### src/shared/aspc_pkg.sv
// package: command codes, widths and states of the speed pattern sequencer
package aspc_pkg;
   localparam logic [7:0] CMD_LOW_START   = 8'h50;
   localparam logic [7:0] CMD_HIGH_START  = 8'h51;
   localparam logic [7:0] CMD_RAMP1_START = 8'h52;
   localparam logic [7:0] CMD_RAMP2_START = 8'h53;
   localparam logic [7:0] CMD_IMM_STOP    = 8'h49;
   localparam logic [7:0] CMD_DEC_STOP    = 8'h4A;
   localparam int         SPEED_W         = 16;
   localparam int         COUNT_W         = 24;
   localparam int         IDLE_W          = 8;
   localparam int         ACC_W           = 24;
   localparam int         MANUAL_SEL_BIT  = 13;
   localparam logic [SPEED_W-1:0] RATE_STEP_RESET = 16'h0001;
   localparam logic [COUNT_W-1:0] COUNT_RESET     = 24'h000000;

   typedef enum logic [2:0] {
      ASPC_IDLE   = 3'b000,
      ASPC_WARMUP = 3'b001,
      ASPC_ACCEL  = 3'b011,
      ASPC_CRUISE = 3'b010,
      ASPC_DECEL  = 3'b110
   } aspc_state_t;
endpackage : aspc_pkg

### src/hw/aspc_axis.sv
// axis speed pattern sequencer: commands to a pulse train
`timescale 1ns/1ps
module aspc_axis
   import aspc_pkg::*;
#(
   parameter int SPEED_WIDTH = aspc_pkg::SPEED_W,
   parameter int COUNT_WIDTH = aspc_pkg::COUNT_W
) (
   input  wire logic                          i_clock,
   input  wire logic                          i_rst,
   input  wire logic                          i_cmd_write,
   input  wire logic [7:0]                    i_cmd_code,
   input  wire logic                          i_positioning_mode,
   input  wire logic [15:0]                   i_operation_mode_prereg,
   input  wire logic [aspc_pkg::SPEED_W-1:0]  i_start_speed_reg,
   input  wire logic [aspc_pkg::SPEED_W-1:0]  i_main_speed_reg,
   input  wire logic [aspc_pkg::SPEED_W-1:0]  i_rate_step,
   input  wire logic [aspc_pkg::COUNT_W-1:0]  i_position_count,
   input  wire logic [aspc_pkg::COUNT_W-1:0]  i_ramp_down_point_prereg,
   input  wire logic [aspc_pkg::IDLE_W-1:0]   i_warmup_pulse_count,
   output logic                               o_pulse,
   output logic                               o_busy,
   output logic [aspc_pkg::SPEED_W-1:0]       o_speed,
   output logic [aspc_pkg::COUNT_W-1:0]       o_remaining,
   output aspc_pkg::aspc_state_t              o_state
);
   import aspc_pkg::*;

   aspc_state_t            state;
   logic [SPEED_W-1:0]     speed;
   logic [COUNT_W-1:0]     remaining;
   logic [IDLE_W-1:0]      warmup_left;
   logic [ACC_W-1:0]       phase_acc;
   logic                   positioning;
   logic                   ramp_auto_stop;
   logic                   pulse;
   logic                   is_start;
   logic                   is_imm;
   logic                   is_dec;
   logic                   last_pulse;
   logic                   ramp_hit;
   logic                   manual_ramp;
   logic [ACC_W-1:0]       next_acc;
   logic [SPEED_W:0]       accel_sum;
   logic [SPEED_W:0]       decel_floor;

   assign is_imm = i_cmd_write && i_cmd_code == CMD_IMM_STOP;
   assign is_dec = i_cmd_write && i_cmd_code == CMD_DEC_STOP;
   assign is_start = i_cmd_write && state == ASPC_IDLE &&
      (i_cmd_code == CMD_LOW_START || i_cmd_code == CMD_HIGH_START ||
       i_cmd_code == CMD_RAMP1_START || i_cmd_code == CMD_RAMP2_START);

   ////////////////////////////////////////////////////////////////////////
   // pulse generation: phase accumulator at the present speed
   assign next_acc = phase_acc + {{(ACC_W-SPEED_W){1'b0}}, speed};
   assign pulse = state != ASPC_IDLE && next_acc < phase_acc;
   assign last_pulse = positioning && pulse &&
      remaining == {{(COUNT_W-1){1'b0}}, 1'b1};
   // positioning count exhausted ends the feed
   // ramp point compare against pulses left
   assign ramp_hit = positioning && ramp_auto_stop &&
      remaining <= i_ramp_down_point_prereg;
   // 52h forces the manual ramp point
   assign manual_ramp = i_cmd_code == CMD_RAMP1_START ||
      i_operation_mode_prereg[MANUAL_SEL_BIT];
   // spare top bit: a sum near full scale must not wrap
   assign accel_sum   = {1'b0, speed} + {1'b0, i_rate_step};
   assign decel_floor = {1'b0, i_start_speed_reg} + {1'b0, i_rate_step};

   always_ff @(posedge i_clock or posedge i_rst) begin
      if (i_rst) begin
         phase_acc <= '0;
      end else if (state == ASPC_IDLE) begin
         phase_acc <= '0;
      end else begin
         phase_acc <= next_acc;
      end
   end

   always_ff @(posedge i_clock or posedge i_rst) begin
      if (i_rst) begin
         remaining <= COUNT_RESET;
      end else if (is_start) begin
         remaining <= i_position_count;
      end else if (pulse && remaining != COUNT_RESET) begin
         remaining <= remaining - 1'b1;
      end
   end

   always_ff @(posedge i_clock or posedge i_rst) begin
      if (i_rst) begin
         warmup_left <= '0;
      end else if (is_start) begin
         warmup_left <= i_warmup_pulse_count;
      end else if (state == ASPC_WARMUP && pulse) begin
         warmup_left <= warmup_left - 1'b1;
      end
   end

   ////////////////////////////////////////////////////////////////////////
   // pattern sequencer
   always_ff @(posedge i_clock or posedge i_rst) begin
      if (i_rst) begin
         state          <= ASPC_IDLE;
         speed          <= '0;
         positioning    <= 1'b0;
         ramp_auto_stop <= 1'b0;
      end else begin
         case (state)
            ASPC_IDLE: begin
               if (is_start) begin
                  positioning <= i_positioning_mode;
                  ramp_auto_stop <= 1'b0;
                  case (i_cmd_code)
                     CMD_LOW_START: begin
                        speed <= i_start_speed_reg;
                        state <= ASPC_CRUISE;
                     end
                     CMD_HIGH_START: begin
                        speed <= i_main_speed_reg;
                        state <= ASPC_CRUISE;
                     end
                     default: begin
                        speed <= i_start_speed_reg;
                        ramp_auto_stop <= 1'b1;
                        if (i_positioning_mode && manual_ramp &&
                            i_ramp_down_point_prereg == COUNT_RESET) begin
                           state <= ASPC_IDLE;
                        end else if (i_warmup_pulse_count != '0) begin
                           state <= ASPC_WARMUP;
                        end else begin
                           state <= ASPC_ACCEL;
                        end
                     end
                  endcase
               end
            end
            default: begin
               if (is_imm || last_pulse ||
                   (positioning && remaining == COUNT_RESET)) begin
                  state <= ASPC_IDLE;
                  speed <= '0;
               end else if (is_dec) begin
                  if (speed <= i_start_speed_reg) begin
                     state <= ASPC_IDLE;
                     speed <= '0;
                  end else begin
                     state <= ASPC_DECEL;
                  end
               end else if (state != ASPC_DECEL && ramp_hit) begin
                  state <= ASPC_DECEL;
               end else begin
                  case (state)
                     ASPC_WARMUP: begin
                        if (pulse && warmup_left == 8'h01) begin
                           state <= ASPC_ACCEL;
                        end
                     end
                     ASPC_ACCEL: begin
                        if (accel_sum >= {1'b0, i_main_speed_reg}) begin
                           speed <= i_main_speed_reg;
                           state <= ASPC_CRUISE;
                        end else begin
                           speed <= accel_sum[SPEED_W-1:0];
                        end
                     end
                     ASPC_DECEL: begin
                        if ({1'b0, speed} <= decel_floor) begin
                           speed <= i_start_speed_reg;
                           // continuous decel ends at start speed
                           if (!positioning) begin
                              state <= ASPC_IDLE;
                              speed <= '0;
                           end
                        end else begin
                           speed <= speed - i_rate_step;
                        end
                     end
                     default: begin
                     end
                  endcase
               end
            end
         endcase
      end
   end

   always_ff @(posedge i_clock or posedge i_rst) begin
      if (i_rst) begin
         o_pulse <= 1'b0;
      end else begin
         o_pulse <= pulse;
      end
   end

   assign o_busy      = state != ASPC_IDLE;
   assign o_speed     = speed;
   assign o_remaining = remaining;
   assign o_state     = state;

   ////////////////////////////////////////////////////////////////////////
   // checks
   // immediate stop halts
   a_imm_stop_halts: assert property (
      @(posedge i_clock) disable iff (i_rst)
      state != ASPC_IDLE && is_imm |=> state == ASPC_IDLE)
      else $error("immediate stop did not halt");
   a_low_start_speed: assert property (
      @(posedge i_clock) disable iff (i_rst)
      is_start && i_cmd_code == CMD_LOW_START |=>
      speed == $past(i_start_speed_reg) && state == ASPC_CRUISE)
      else $error("low start wrong speed");
   a_high_start_speed: assert property (
      @(posedge i_clock) disable iff (i_rst)
      is_start && i_cmd_code == CMD_HIGH_START |=>
      speed == $past(i_main_speed_reg))
      else $error("high start wrong speed");
   a_dec_no_halt: assert property (
      @(posedge i_clock) disable iff (i_rst)
      state == ASPC_CRUISE && is_dec && !is_imm && !last_pulse &&
      speed > i_start_speed_reg && !(positioning && remaining == '0)
      |=> state == ASPC_DECEL)
      else $error("decelerating stop did not decelerate");
   a_count_end_stop: assert property (
      @(posedge i_clock) disable iff (i_rst)
      last_pulse |=> state == ASPC_IDLE)
      else $error("count exhausted but still running");
   a_warmup_first: assert property (
      @(posedge i_clock) disable iff (i_rst)
      state == ASPC_WARMUP |-> speed == i_start_speed_reg ||
      $changed(i_start_speed_reg))
      else $error("warmup not at start speed");
   a_ramp_start: assert property (
      @(posedge i_clock) disable iff (i_rst)
      is_start && i_cmd_code == CMD_RAMP1_START |=>
      speed == $past(i_start_speed_reg))
      else $error("ramped run not from start speed");
   a_zero_ramp_stop: assert property (
      @(posedge i_clock) disable iff (i_rst)
      is_start && i_positioning_mode && i_ramp_down_point_prereg == '0 &&
      (i_cmd_code == CMD_RAMP1_START || (i_cmd_code == CMD_RAMP2_START &&
      i_operation_mode_prereg[MANUAL_SEL_BIT])) |=> state == ASPC_IDLE)
      else $error("zero ramp point did not stop");
   a_idle_silent: assert property (
      @(posedge i_clock) disable iff (i_rst)
      state == ASPC_IDLE && !is_start |=> !o_pulse)
      else $error("pulse while stopped");
   // low speed run stops on 4Ah
   a_low_dec_stop: assert property (
      @(posedge i_clock) disable iff (i_rst)
      state == ASPC_CRUISE && is_dec && speed <= i_start_speed_reg
      |=> state == ASPC_IDLE)
      else $error("low speed run kept going");
   a_zero_count_stop: assert property (
      @(posedge i_clock) disable iff (i_rst)
      state != ASPC_IDLE && positioning && remaining == '0
      |=> state == ASPC_IDLE)
      else $error("empty count kept running");
   a_count_steps: assert property (
      @(posedge i_clock) disable iff (i_rst)
      pulse && positioning && remaining != '0
      |=> remaining == $past(remaining) - 24'h000001)
      else $error("positioning count missed a pulse");
   a_warmup_count: assert property (
      @(posedge i_clock) disable iff (i_rst)
      state == ASPC_WARMUP ##1 state == ASPC_ACCEL
      |-> $past(pulse) && $past(warmup_left) == 8'h01)
      else $error("warmup ended early");
   // ramp climbs by the rate step
   a_accel_steps: assert property (
      @(posedge i_clock) disable iff (i_rst)
      state == ASPC_ACCEL && !is_imm && !is_dec && !ramp_hit &&
      !last_pulse && !(positioning && remaining == '0)
      |=> state == ASPC_CRUISE ||
      speed == $past(speed) + $past(i_rate_step))
      else $error("ramp did not climb");
   a_ramp_point_decel: assert property (
      @(posedge i_clock) disable iff (i_rst)
      state inside {ASPC_WARMUP, ASPC_ACCEL, ASPC_CRUISE} && ramp_hit &&
      !is_imm && !is_dec && !last_pulse && !(positioning && remaining == '0)
      |=> state == ASPC_DECEL)
      else $error("ramp point passed without deceleration");
   a_decel_floor: assert property (
      @(posedge i_clock) disable iff (i_rst)
      state == ASPC_DECEL && $past(state) == ASPC_DECEL &&
      $stable(i_start_speed_reg) |-> speed >= i_start_speed_reg)
      else $error("deceleration fell below start speed");
   // idle codes other than starts ignored
   a_idle_holds: assert property (
      @(posedge i_clock) disable iff (i_rst)
      state == ASPC_IDLE && !is_start |=> state == ASPC_IDLE)
      else $error("left idle without a start");
endmodule : aspc_axis

### config.mk
export PLATFORM = sky130hd
export DESIGN_NAME = aspc_axis
export DESIGN_NICKNAME = d
export VERILOG_FILES = /design/src/shared/aspc_pkg.sv /design/src/hw/aspc_axis.sv
export SDC_FILE = /design/constraint.sdc
export NUM_CORES = 1
export LEC_CHECK = 0
export BUFFER_PORTS_ARGS = -buffer_cell sky130_fd_sc_hd__buf_2
export CAP_MARGIN = 20
export CORE_AREA = 2 2 227 184
export DETAILED_ROUTE_END_ITERATION = 10
export DIE_AREA = 0 0 229 186
export HOLD_SLACK_MARGIN = 0.12
export PLACE_DENSITY = 0.43
export REMOVE_ABC_BUFFERS = 1
export SYNTH_ARGS = -nofsm -noshare
export SYNTH_HDL_FRONTEND = slang
export SYNTH_SLANG_ARGS = --single-unit
### constraint.sdc
create_clock -name i_clock -period 13.5 [get_ports i_clock]
set_input_delay 0.675 -clock i_clock [delete_from_list [all_inputs] [get_ports i_clock]]
set_output_delay 0.675 -clock i_clock [all_outputs]
set_load 0.02 [all_outputs]
==> results of run 1 <==
-- cell families after synthesis --
logic type               count (synthesis)  share of synthesized area [%]
AO/OA/AOI/OAI                          316                          20.61
XOR/XNOR                                77                          6.748
adder cells (fa/ha/maj)                161                          20.46
buffers and inverters                  177                          6.773
flip-flops                              78                          19.53
multiplexers                            52                          5.371
AND/OR/NAND/NOR                        411                          20.52
-- how the worst max path moves through the flow --
| stage | startpoint | to | slack [ns] |
|---|---|---|---|
| after floorplan | i_start_speed_reg[1] | o_speed[11] | 7.89 |
| after CTS | o_speed[1] | o_speed[14] | 7.11 |
| final | o_speed[1] | o_speed[14] | 7.21 |
| after detailed placement | i_start_speed_reg[1] | o_state[2] | 7.10 |
| after global placement | o_speed[1] | o_speed[14] | 7.14 |
| after global routing | o_speed[1] | o_speed[14] | 6.48 |
-- final cells by class --
type / instances / area (um^2)
Clock buffer: 11 / 242.7
Sequential cell: 78 / 1952
Clock inverter: 5 / 35.03
Antenna cell: 4 / 10.01
Multi-Input combinational cell: 1017 / 7373
Timing Repair Buffer: 172 / 888.4
Inverter: 136 / 511.7
Tap cell: 544 / 680.7
Fill cell: 4494 / 28600
-- stage by stage --
step	instances	util, %	hold slack, ns
after floorplan	1231	-	0.4459
after global placement	1947	28.30	0.4652
after detailed placement	1947	28.30	0.4661
after CTS	1963	28.99	0.4412
after global routing	1967	29.02	0.4813
final	1967	29.02	0.4197
-- cells in the final DEF, fill, tap and decap left out, types with 5 or more instances in the layout --
master,synthesis,routed
buf_4,0,11
and2_1,26,26
or3_1,16,16
ha_1,157,157
inv_1,135,134
a31oi_1,19,19
and3_1,13,13
nand2_1,104,104
xor2_1,37,37
dfrtp_1,78,78
nor2_1,81,80
a2111oi_0,5,5
a21oi_1,89,89
buf_2,4,161
o31ai_1,11,11
a211oi_1,11,11
nand2b_1,6,6
nor4_1,16,16
o21a_1,17,17
nor2b_1,13,13
a221oi_1,5,5
o21ai_1,19,19
nand3_1,53,53
o41ai_1,7,7
o21bai_1,5,5
mux2_2,11,11
or4_1,5,5
clkbuf_16,0,9
mux2i_1,39,39
nand4_1,20,20
xnor2_1,40,40
a21boi_0,5,5
o21ai_0,53,53
nor3_1,35,34
o211ai_1,14,14
a21o_1,22,22
-- per-layer routing --
layer  global-route usage [%]  vias to the layer above  wire length [um]
li1                         -                     4868                 -
met4                    4.597                        0               565
met5                        0                        -                 0
met1                    23.53                     4680             17930
met3                    1.854                       28              1197
met2                    26.24                      199             15580
-- power by group --
part           internal [mW]  total, mW  switching, mW
combinational          0.899       2.11           1.21
clock                  0.130      0.246          0.116
sequential             0.323      0.468          0.145
-- sequential cells by signal, summed over array words and instances, names as in the netlist --
name and count:
o_remaining 24, phase_acc 24, o_speed 16, warmup_left 8, o_state 3, o_pulse 1
positioning 1, ramp_auto_stop 1
-- synthesized netlist by cell type (6+ instances only) --
library cell and instances:
a211oi_1 11, nor3_1 35, o211ai_1 14, ha_1 157, o21ai_1 19, o41ai_1 7
o31ai_1 11, mux2i_1 39, mux2_2 11, a21oi_1 89, a21o_1 22, and3_1 13
or3_1 16, nor2b_1 13, and2_1 26, a31oi_1 19, o21a_1 17, nand3_1 53
nand2b_1 6, nand4_1 20, clkbuf_1 35, nor4_1 16, inv_1 135, xor2_1 37
dfrtp_1 78, nand2_1 104, xnor2_1 40, o21ai_0 53, nor2_1 81
==> run summary, run 1 <==
R2R setup slack: 7.21 ns
run status: completed
fin crit period: 6.294 ns
top post-synthesis cells by area: ha_1 (20%), dfrtp_1 (20%), inv_1 (5.1%), a21oi_1 (4.5%), mux2i_1 (3.9%)
setup TNS: 0 ns
Unique masters post-synth: 69
CTS sink count: 78
crit-path max FO: 28
Placed Area: 11410 um^2
max incr delay on CP: 0.55 ns
latest clock arrival within the worst-skew pair: 0.35 ns
Post-synth EDFFs: 0
Max Cap Viol: 0
peak supply drop: 0.1038 mV
Vias/cell: 4.969
WL per Instance: 17.93 um
FF+latch count, synth: 78
worst-path cell chain: inv_1, fa_1, nor2b_1, o21ai_0, nand2b_1, a21o_1, a21o_1, a21oi_1, o21ai_0, o41ai_1, o21ai_0, ha_1, xor2_1, nor3b_1, inv_1, o21ai_0, a211oi_1, a2111oi_2, o31ai_4, buf_4, a21boi_2, a31oi_4, mux2_1
R2R Path Start: o_speed[1]
setup violators final: 0
CTS tree: built
final period utilization: 46.63%
total I/O pin count: 177
fin. max-slew vios: 0
sequential-to-total area share from yosys stat: 19.53%
Routed Antenna Nets: 0
yosys warns: 0
max_slew headroom: 29.54%
CTS Buffer Depth: 2
DIE WIDTH: 229 um
asr flop ratio synth: 100.0%
Die Ht: 186 um
Final HPWL DP: 27740 um
port bufs: 161
crit end category: flip-flop
gr usage total: 16.50%
Hold Crit Class: input port to asynchronous set/reset pin
clock root cell: clkbuf_16
CTS buffer count: 9
Max Clock Freq: 0.1589 GHz
Starting DRT DRC Count: 649
Worst Tran Pin Value: 1.054 ns
DRT Pass-1 Iters: 7
arrival time worst endpoint: 6.53 ns
vias: 9775
Reg clk slew, reported paths: 0.07 ns
ratio of cells with drive above 1 in the final layout: 14.94%
WP depth: 23
P_leak: 5.423 nW
cell taking the most area after synthesis: ha_1
final wirelength: 35270 um
Synth Area per Inst: 7.857 um^2
wire length of the first global-routing pass: 54730 um
Setup Buffers After CTS: 0
Fin. Hold Viols: 0
Final Worst Setup Slack: 7.206 ns
CP max-delay cell: dfrtp_1
core area: 40300 um^2
CP required: 13.74 ns
GR Overflow Total: 0
power density cells: 241.8 nW/um^2
row count: 66
RSZ-0062 raised after global routing: false
vias in the first global route: 9585
WP buf/inv: 3
initial antenna violation count: 4
routability congestion estimate from global placement: 0.8568
cell area after synthesis: 9995 um^2
final instance area: 11690 um^2
# H-tree levels: 3
residual DRC count: 0
crit start category: flip-flop
Place WS: 7.097 ns
post_cts resized: 0
largest net degree at the start of global routing: 44
cell count after synthesis: 1272
nets: 1707
WS Path Type: flip-flop to flip-flop
worst reg-to-reg path cell count: 23
die area: 42590 um^2
Power, Total: 2.828 mW
delay-heaviest family, CP: compound AO/OA/AOI/OAI gates
Layout Skew: 0.008356 ns
CTS Hold Bufs: 0
Initial Util: 24.80%
most used cell, CP: o21ai_0
area share of the largest cell type after synthesis: 19.65%
Top FF cell, synth: dfrtp_1
FF-to-FF End: o_speed[14]
Layout area overhead: 17.00%
(Power assumes the default switching activity.)
==> run 2: changes to the inputs <==
--- a/config.mk
+++ b/config.mk
@@ -11,7 +11,7 @@
 export DETAILED_ROUTE_END_ITERATION = 10
 export DIE_AREA = 0 0 229 186
 export HOLD_SLACK_MARGIN = 0.12
-export PLACE_DENSITY = 0.43
+export PLACE_DENSITY = 0.44
 export REMOVE_ABC_BUFFERS = 1
 export SYNTH_ARGS = -nofsm -noshare
 export SYNTH_HDL_FRONTEND = slang
==> constraint.sdc (replaced) <==
create_clock -name i_clock -period 5.6 [get_ports i_clock]
set_input_delay 0.28 -clock i_clock [delete_from_list [all_inputs] [get_ports i_clock]]
set_output_delay 0.28 -clock i_clock [all_outputs]
set_load 0.02 [all_outputs]
==> run 2 against run 1 <==
Clock power rose to 2.9 times the previous value. Register-to-register slack got worse by 6.8 ns. Maximum frequency rose by 20%. Largest cell class unchanged.
==> run summary, run 2 (same netlist as run 1, synthesis figures left out) <==
run status: completed
Routed Antenna Nets: 0 (unchanged)
initial antenna violation count: 3 (-1)
Worst Tran Pin Value: 0.9652 ns (-0.08921 ns)
WHS: 0.1306 ns (-0.2891 ns)
worst reg-to-reg path cell count: 21 (-8.7%)
vias: 9939 (+1.7%)
Power, Total: 7.610 mW (+170%)
setup violators final: 0 (unchanged)
CTS sink count: 78 (unchanged)
Layout area overhead: 22.52%
core area: 40300 um^2 (unchanged)
Die Ht: 186 um (unchanged)
Vias/cell: 4.962 (-0.15%)
diode count: 0 (-4)
ratio of cells with drive above 1 in the final layout: 18.03% (+3.1 points)
total I/O pin count: 177 (unchanged)
GR Overflow Total: 0 (unchanged)
CTS buffer count: 9 (unchanged)
row count: 66 (unchanged)
P_leak: 5.710 nW (+5.3%)
leading cell type in the layout, fill and taps excluded: buf_2
Final HPWL DP: 28500 um (+2.7%)
port bufs: 161 (unchanged)
final cell count without fillers: 2003 (+1.8%)
P_sw: 3.786 mW (+160%)
Min-Delay Path Depth: 3
routability congestion estimate from global placement: 0.8548 (-0.23%)
clock root cell: clkbuf_16
WS Path Type: flip-flop to flip-flop
Pint: 3.824 mW (+180%)
WL per Instance: 17.85 um (-0.47%)
largest net degree at the start of global routing: 73 (+66%)
fin crit period: 5.230 ns (-1.065 ns)
sw frac: 49.75% (-2.4 points)
Max Cap Viol: 0 (unchanged)
min-delay src: i_position_count[4]
final core occ: 30.39% (+1.4 points)
Reg clk slew, reported paths: 0.07 ns (about the same)
crit start category: flip-flop
# H-tree levels: 3 (unchanged)
commonest cells after routing, fill and taps aside: buf_2 (161), ha_1 (157), inv_1 (134)
crit-path max FO: 11 (-61%)
gr usage total: 16.75% (+0.25 points)
Clk pwr share: 9.3% (+0.6 points)
Gate power share: 77.3% (+2.5 points)
Initial Util: 24.80% (unchanged)
R2R Path Start: o_speed[8]
RSZ-0062 raised after global routing: false
CP required: 5.90 ns (-7.84 ns)
arrival time worst endpoint: 5.53 ns (-1.00 ns)
hold worst-path end: o_remaining[4]
Fill cells: 4397 (-2.2%)
final period utilization: 93.39% (+47 points)
peak supply drop: 0.2462 mV (+140%)
fin. max-slew vios: 0 (unchanged)
die area: 42590 um^2 (unchanged)
FF-to-FF End: o_speed[2]
residual DRC count: 0 (unchanged)
crit end category: flip-flop
Seq pwr share: 13.4% (-3.1 points)
vias in the first global route: 9643 (+0.61%)
CTS tree: built
nets: 1747 (+2.3%)
wire length of the first global-routing pass: 55300 um (+1.0%)
CTS Buffer Depth: 2 (unchanged)
R2R setup slack: 0.37 ns (-6.84 ns)
DIE WIDTH: 229 um (unchanged)
Layout Skew: 0.01013 ns (+0.001773 ns)
Hold Crit Class: input port to flip-flop
Max Clock Freq: 0.1912 GHz (+20%)
Starting DRT DRC Count: 669 (+3.1%)
power density cells: 621.5 nW/um^2 (+160%)
latest clock arrival within the worst-skew pair: 0.36 ns (about the same)
DRT Pass-1 Iters: 5 (-2)
max_slew headroom: 35.50% (+6.0 points)
Fin. Hold Viols: 0 (unchanged)
final wirelength: 35740 um (+1.4%)
dpl cells: 1977 (+1.5%)
==> run 2: power groups by stage <==
stage / clock (mW) / combinational, mW / sequential [mW]
6_report: 0.710 / 5.88 / 1.02
3_5_place_dp: 0 / 5.52 / 1.03
5_1_grt: 0.753 / 6.58 / 1.05
3_3_place_gp: 0 / 5.49 / 1.03
2_1_floorplan: 0 / 3.68 / 1.10
4_1_cts: 0.731 / 5.56 / 1.02
==> run 2: timing repair <==
item,in CTS,in global routing
resized for setup,0,19
hold endpoints to repair,7,0
buffers inserted,0,6
endpoints found under the setup margin,0,51
hold buffers,2,0
==> run 2: layer usage <==
metal | track usage (%) | vias to the layer above | wire, um
li1 | - | 4941 | -
met1 | 23.79 | 4714 | 17830
met2 | 27.14 | 245 | 15770
met3 | 2.053 | 39 | 1585
met4 | 3.584 | 0 | 552
met5 | 0 | - | 0
==> run 2: per-stage QoR <==
stage	setup TNS [ns]	setup slack, ns	cell area [um^2]
6_report	0	0.3702	12250
3_3_place_gp	0	0.1060	11670
5_1_grt	0	0.02797	12250
4_1_cts	0	0.1262	12030
2_1_floorplan	0	0.1754	9828
3_5_place_dp	-0.02893	-0.01512	11670
==> run 2: area by class of cell <==
cell class | instances | area, um^2 | area share, %
Clock buffer | 9 | 225.2 | 1.839
Tap cell | 544 | 680.7 | 5.558
Inverter | 136 | 511.7 | 4.179
Multi-Input combinational cell | 1017 | 7462 | 60.94
Clock inverter | 7 | 112.6 | 0.9196
Timing Repair Buffer | 212 | 1301 | 10.63
Sequential cell | 78 | 1952 | 15.94
==> run 2: worst max path at each step <==
stage	end	slack, ns	cells past startpoint	start
after floorplan	o_speed[11]	0.18	21	o_speed[0]
after global placement	o_state[2]	0.11	22	i_start_speed_reg[0]
after detailed placement	o_speed[12]	-0.02	22	i_start_speed_reg[0]
after CTS	o_remaining[17]	0.13	23	o_speed[0]
after global routing	o_speed[2]	0.03	23	o_speed[1]
final	o_speed[2]	0.37	21	o_speed[8]
==> run 2: worst max-delay path: stages (launching register included) <==
cell	delay (ns)
dfrtp_1	0.41
ha_1	0.43
inv_1	0.16
a21oi_1	0.12
o31ai_2	0.45
a221oi_1	0.19
buf_4	0.19
o21a_1	0.16
o311ai_1	0.47
ha_1	0.36
and4_1	0.22
a221oi_1	0.26
o21a_1	0.16
o41ai_2	0.09
a31oi_1	0.30
and3_1	0.29
buf_4	0.25
buf_4	0.15
nand2_1	0.05
o211ai_1	0.09
o211ai_1	0.17
a2bb2oi_2	0.17
==> run 3: changes to the inputs <==
--- a/config.mk
+++ b/config.mk
@@ -7,11 +7,11 @@
 export LEC_CHECK = 0
 export BUFFER_PORTS_ARGS = -buffer_cell sky130_fd_sc_hd__buf_2
 export CAP_MARGIN = 20
-export CORE_AREA = 2 2 227 184
+export CORE_AREA = 2 2 208 169
 export DETAILED_ROUTE_END_ITERATION = 10
-export DIE_AREA = 0 0 229 186
+export DIE_AREA = 0 0 210 171
 export HOLD_SLACK_MARGIN = 0.12
-export PLACE_DENSITY = 0.44
+export PLACE_DENSITY = 0.5
 export REMOVE_ABC_BUFFERS = 1
 export SYNTH_ARGS = -nofsm -noshare
 export SYNTH_HDL_FRONTEND = slang
==> run 3 against run 2 <==
Cell count down 5.7%. Critical endpoint is now o_state[2]. Total power down 5.8%. Critical path type unchanged. Die area decreased by 16%. Clock power is 8.7% lower.
==> run summary, run 3 (same netlist as run 1, synthesis figures left out) <==
run status: completed
vias: 9855 (-0.85%)
nets: 1734 (-0.74%)
latest clock arrival within the worst-skew pair: 0.36 ns (about the same)
WS Path Type: flip-flop to flip-flop
GR Overflow Total: 0 (unchanged)
Max Cap Viol: 0 (unchanged)
delay-heaviest family, CP: compound AO/OA/AOI/OAI gates
DIE WIDTH: 210 um (-8.3%)
commonest cells after routing, fill and taps aside: buf_2 (161), ha_1 (157), inv_1 (134)
Hold Crit Class: input port to flip-flop
port bufs: 161 (unchanged)
Routed Antenna Nets: 0 (unchanged)
vias in the first global route: 9213 (-4.5%)
row count: 61 (-7.6%)
WP buf/inv: 2 (-2)
setup violators final: 0 (unchanged)
Setup crit end: o_state[2]
crit start category: flip-flop
WP depth: 20 (-4.8%)
CP required: 5.84 ns (-0.06 ns)
final period utilization: 97.42% (+4.0 points)
dpl cells: 1870 (-5.4%)
Reg clk slew, reported paths: 0.08 ns (about the same)
Die Ht: 171 um (-8.1%)
fin crit period: 5.456 ns (+0.2259 ns)
routed length on met1: 16970 um (-4.9%)
worst-path cell chain: ha_1, fa_1, nor2b_1, o311ai_1, a21oi_1, a221oi_1, buf_4, o21a_1, o311ai_1, ha_1, and4_1, a221oi_1, o21a_1, o41ai_1, a31oi_1, and3_1, buf_4, a311oi_1, a2bb2oi_2, a32o_1
Vias/cell: 5.217 (+5.1%)
CTS tree: built
R2R setup slack: 0.14 ns (-0.23 ns)
final wirelength: 34180 um (-4.4%)
CTS buffer count: 9 (unchanged)
residual DRC count: 0 (unchanged)
Worst Tran Pin Value: 1.000 ns (+0.03532 ns)
CTS Buffer Depth: 2 (unchanged)
crit path from: o_speed[0]
DRT Pass-1 Iters: 7 (+2)
Initial Util: 29.30% (+4.5 points)
wire length of the first global-routing pass: 52390 um (-5.3%)
core area: 34120 um^2 (-15%)
die area: 35910 um^2 (-16%)
Max Clock Freq: 0.1833 GHz (-4.1%)
R2R Path Start: o_speed[0]
power density cells: 604.3 nW/um^2 (-2.8%)
Layout area overhead: 18.69%
arrival time worst endpoint: 5.69 ns (+0.16 ns)
largest net degree at the start of global routing: 60 (-18%)
max incr delay on CP: 0.50 ns (+0.03 ns)
max_slew headroom: 33.14% (-2.4 points)
Setup Buffers After CTS: 0 (unchanged)
Placed Area: 11480 um^2 (-1.6%)
ratio of cells with drive above 1 in the final layout: 17.01% (-1.0 points)
total I/O pin count: 177 (unchanged)
CTS sink count: 78 (unchanged)
fin. max-slew vios: 0 (unchanged)
Final HPWL DP: 27160 um (-4.7%)
Top Metal Used: met4
final cell count without fillers: 1889 (-5.7%)
WL per Instance: 18.09 um (+1.4%)
gr usage total: 18.86% (+2.1 points)
Place WS: -0.08559 ns (-0.07047 ns)
Layout Skew: 0.01095 ns (+0.0008175 ns)
Fin. Hold Viols: 0 (unchanged)
leading cell type in the layout, fill and taps excluded: buf_2
# H-tree levels: 3 (unchanged)
metal2 WL: 15180 um (-3.8%)
Starting DRT DRC Count: 536 (-20%)
routability congestion estimate from global placement: 0.8920 (+4.4%)
peak supply drop: 0.2443 mV (-0.77%)
CP max-delay cell: o41ai_1
Power, Total: 7.169 mW (-5.8%)
crit-path max FO: 13 (+2)
FF-to-FF End: o_state[2]
crit end category: flip-flop
Final Worst Setup Slack: 0.1443 ns (-0.2259 ns)
P_leak: 5.592 nW (-2.1%)
worst reg-to-reg path cell count: 20 (-4.8%)
final instance area: 11860 um^2 (-3.1%)
metal3 WL: 1273 um (-20%)
clock root cell: clkbuf_16
initial antenna violation count: 4 (+1)
run 3: metal layers:
layer / vias up / GRT usage (%)
met5: - / 0
met4: 0 / 5.550
met3: 38 / 2.129
met2: 209 / 29.96
met1: 4691 / 26.86
li1: 4917 / -
run 3: worst reg2reg max path, stage by stage (launching register included):
cell	delay (ns)
dfrtp_1	0.42
ha_1	0.24
fa_1	0.40
nor2b_1	0.16
o311ai_1	0.37
a21oi_1	0.23
a221oi_1	0.34
buf_4	0.20
o21a_1	0.11
o311ai_1	0.14
ha_1	0.38
and4_1	0.22
a221oi_1	0.08
o21a_1	0.20
o41ai_1	0.50
a31oi_1	0.23
and3_1	0.23
buf_4	0.22
a311oi_1	0.31
a2bb2oi_2	0.14
a32o_1	0.22
run 3: what timing repair did:
| action | 4_1_cts | 5_1_grt |
|---|---|---|
| pin swaps | 0 | 2 |
| hold endpoints to repair | 19 | 0 |
| resized for setup | 1 | 11 |
| setup endpoints to repair | 3 | 51 |
| hold buffers | 1 | 0 |
run 3: worst min-delay path by stage:
stage,from,end,slack (ns),cells past startpoint
3_5_place_dp,i_rst,warmup_left[0],0.27,2
3_3_place_gp,i_rst,warmup_left[0],0.27,2
4_1_cts,i_warmup_pulse_count[0],warmup_left[0],0.13,3
6_report,i_position_count[14],o_remaining[14],0.13,3
5_1_grt,i_position_count[14],o_remaining[14],0.15,3
2_1_floorplan,i_positioning_mode,positioning,0.39,2
run 3: stage by stage:
stage	hold WS, ns	setup TNS (ns)	utilization, %
2_1_floorplan	0.3854	0	-
3_3_place_gp	0.2687	-0.02304	33.66
3_5_place_dp	0.2725	-0.1048	33.66
4_1_cts	0.1262	0	34.61
5_1_grt	0.1486	-0.02724	34.77
6_report	0.1339	0	34.77
run 3: power by group:
| group | leakage, nW | total (mW) | internal (mW) | switching, mW |
|---|---|---|---|---|
| clock network | 0.154 | 0.648 | 0.357 | 0.291 |
| registers | 0.851 | 1.06 | 0.780 | 0.285 |
| logic | 4.59 | 5.46 | 2.38 | 3.08 |
| total | 5.59 | 7.17 | 3.52 | 3.65 |
run 3: final cells by class:
| type | count | area [um^2] |
|---|---|---|
| clock buffer | 9 | 225.2 |
| multi-input combinational | 1017 | 7415 |
| timing repair buffer | 199 | 1114 |
| fill | 3590 | 22250 |
| antenna | 2 | 5.005 |
| sequential | 78 | 1953 |
| tap | 441 | 551.8 |
| clock inverter | 7 | 87.58 |
| inverter | 136 | 511.7 |
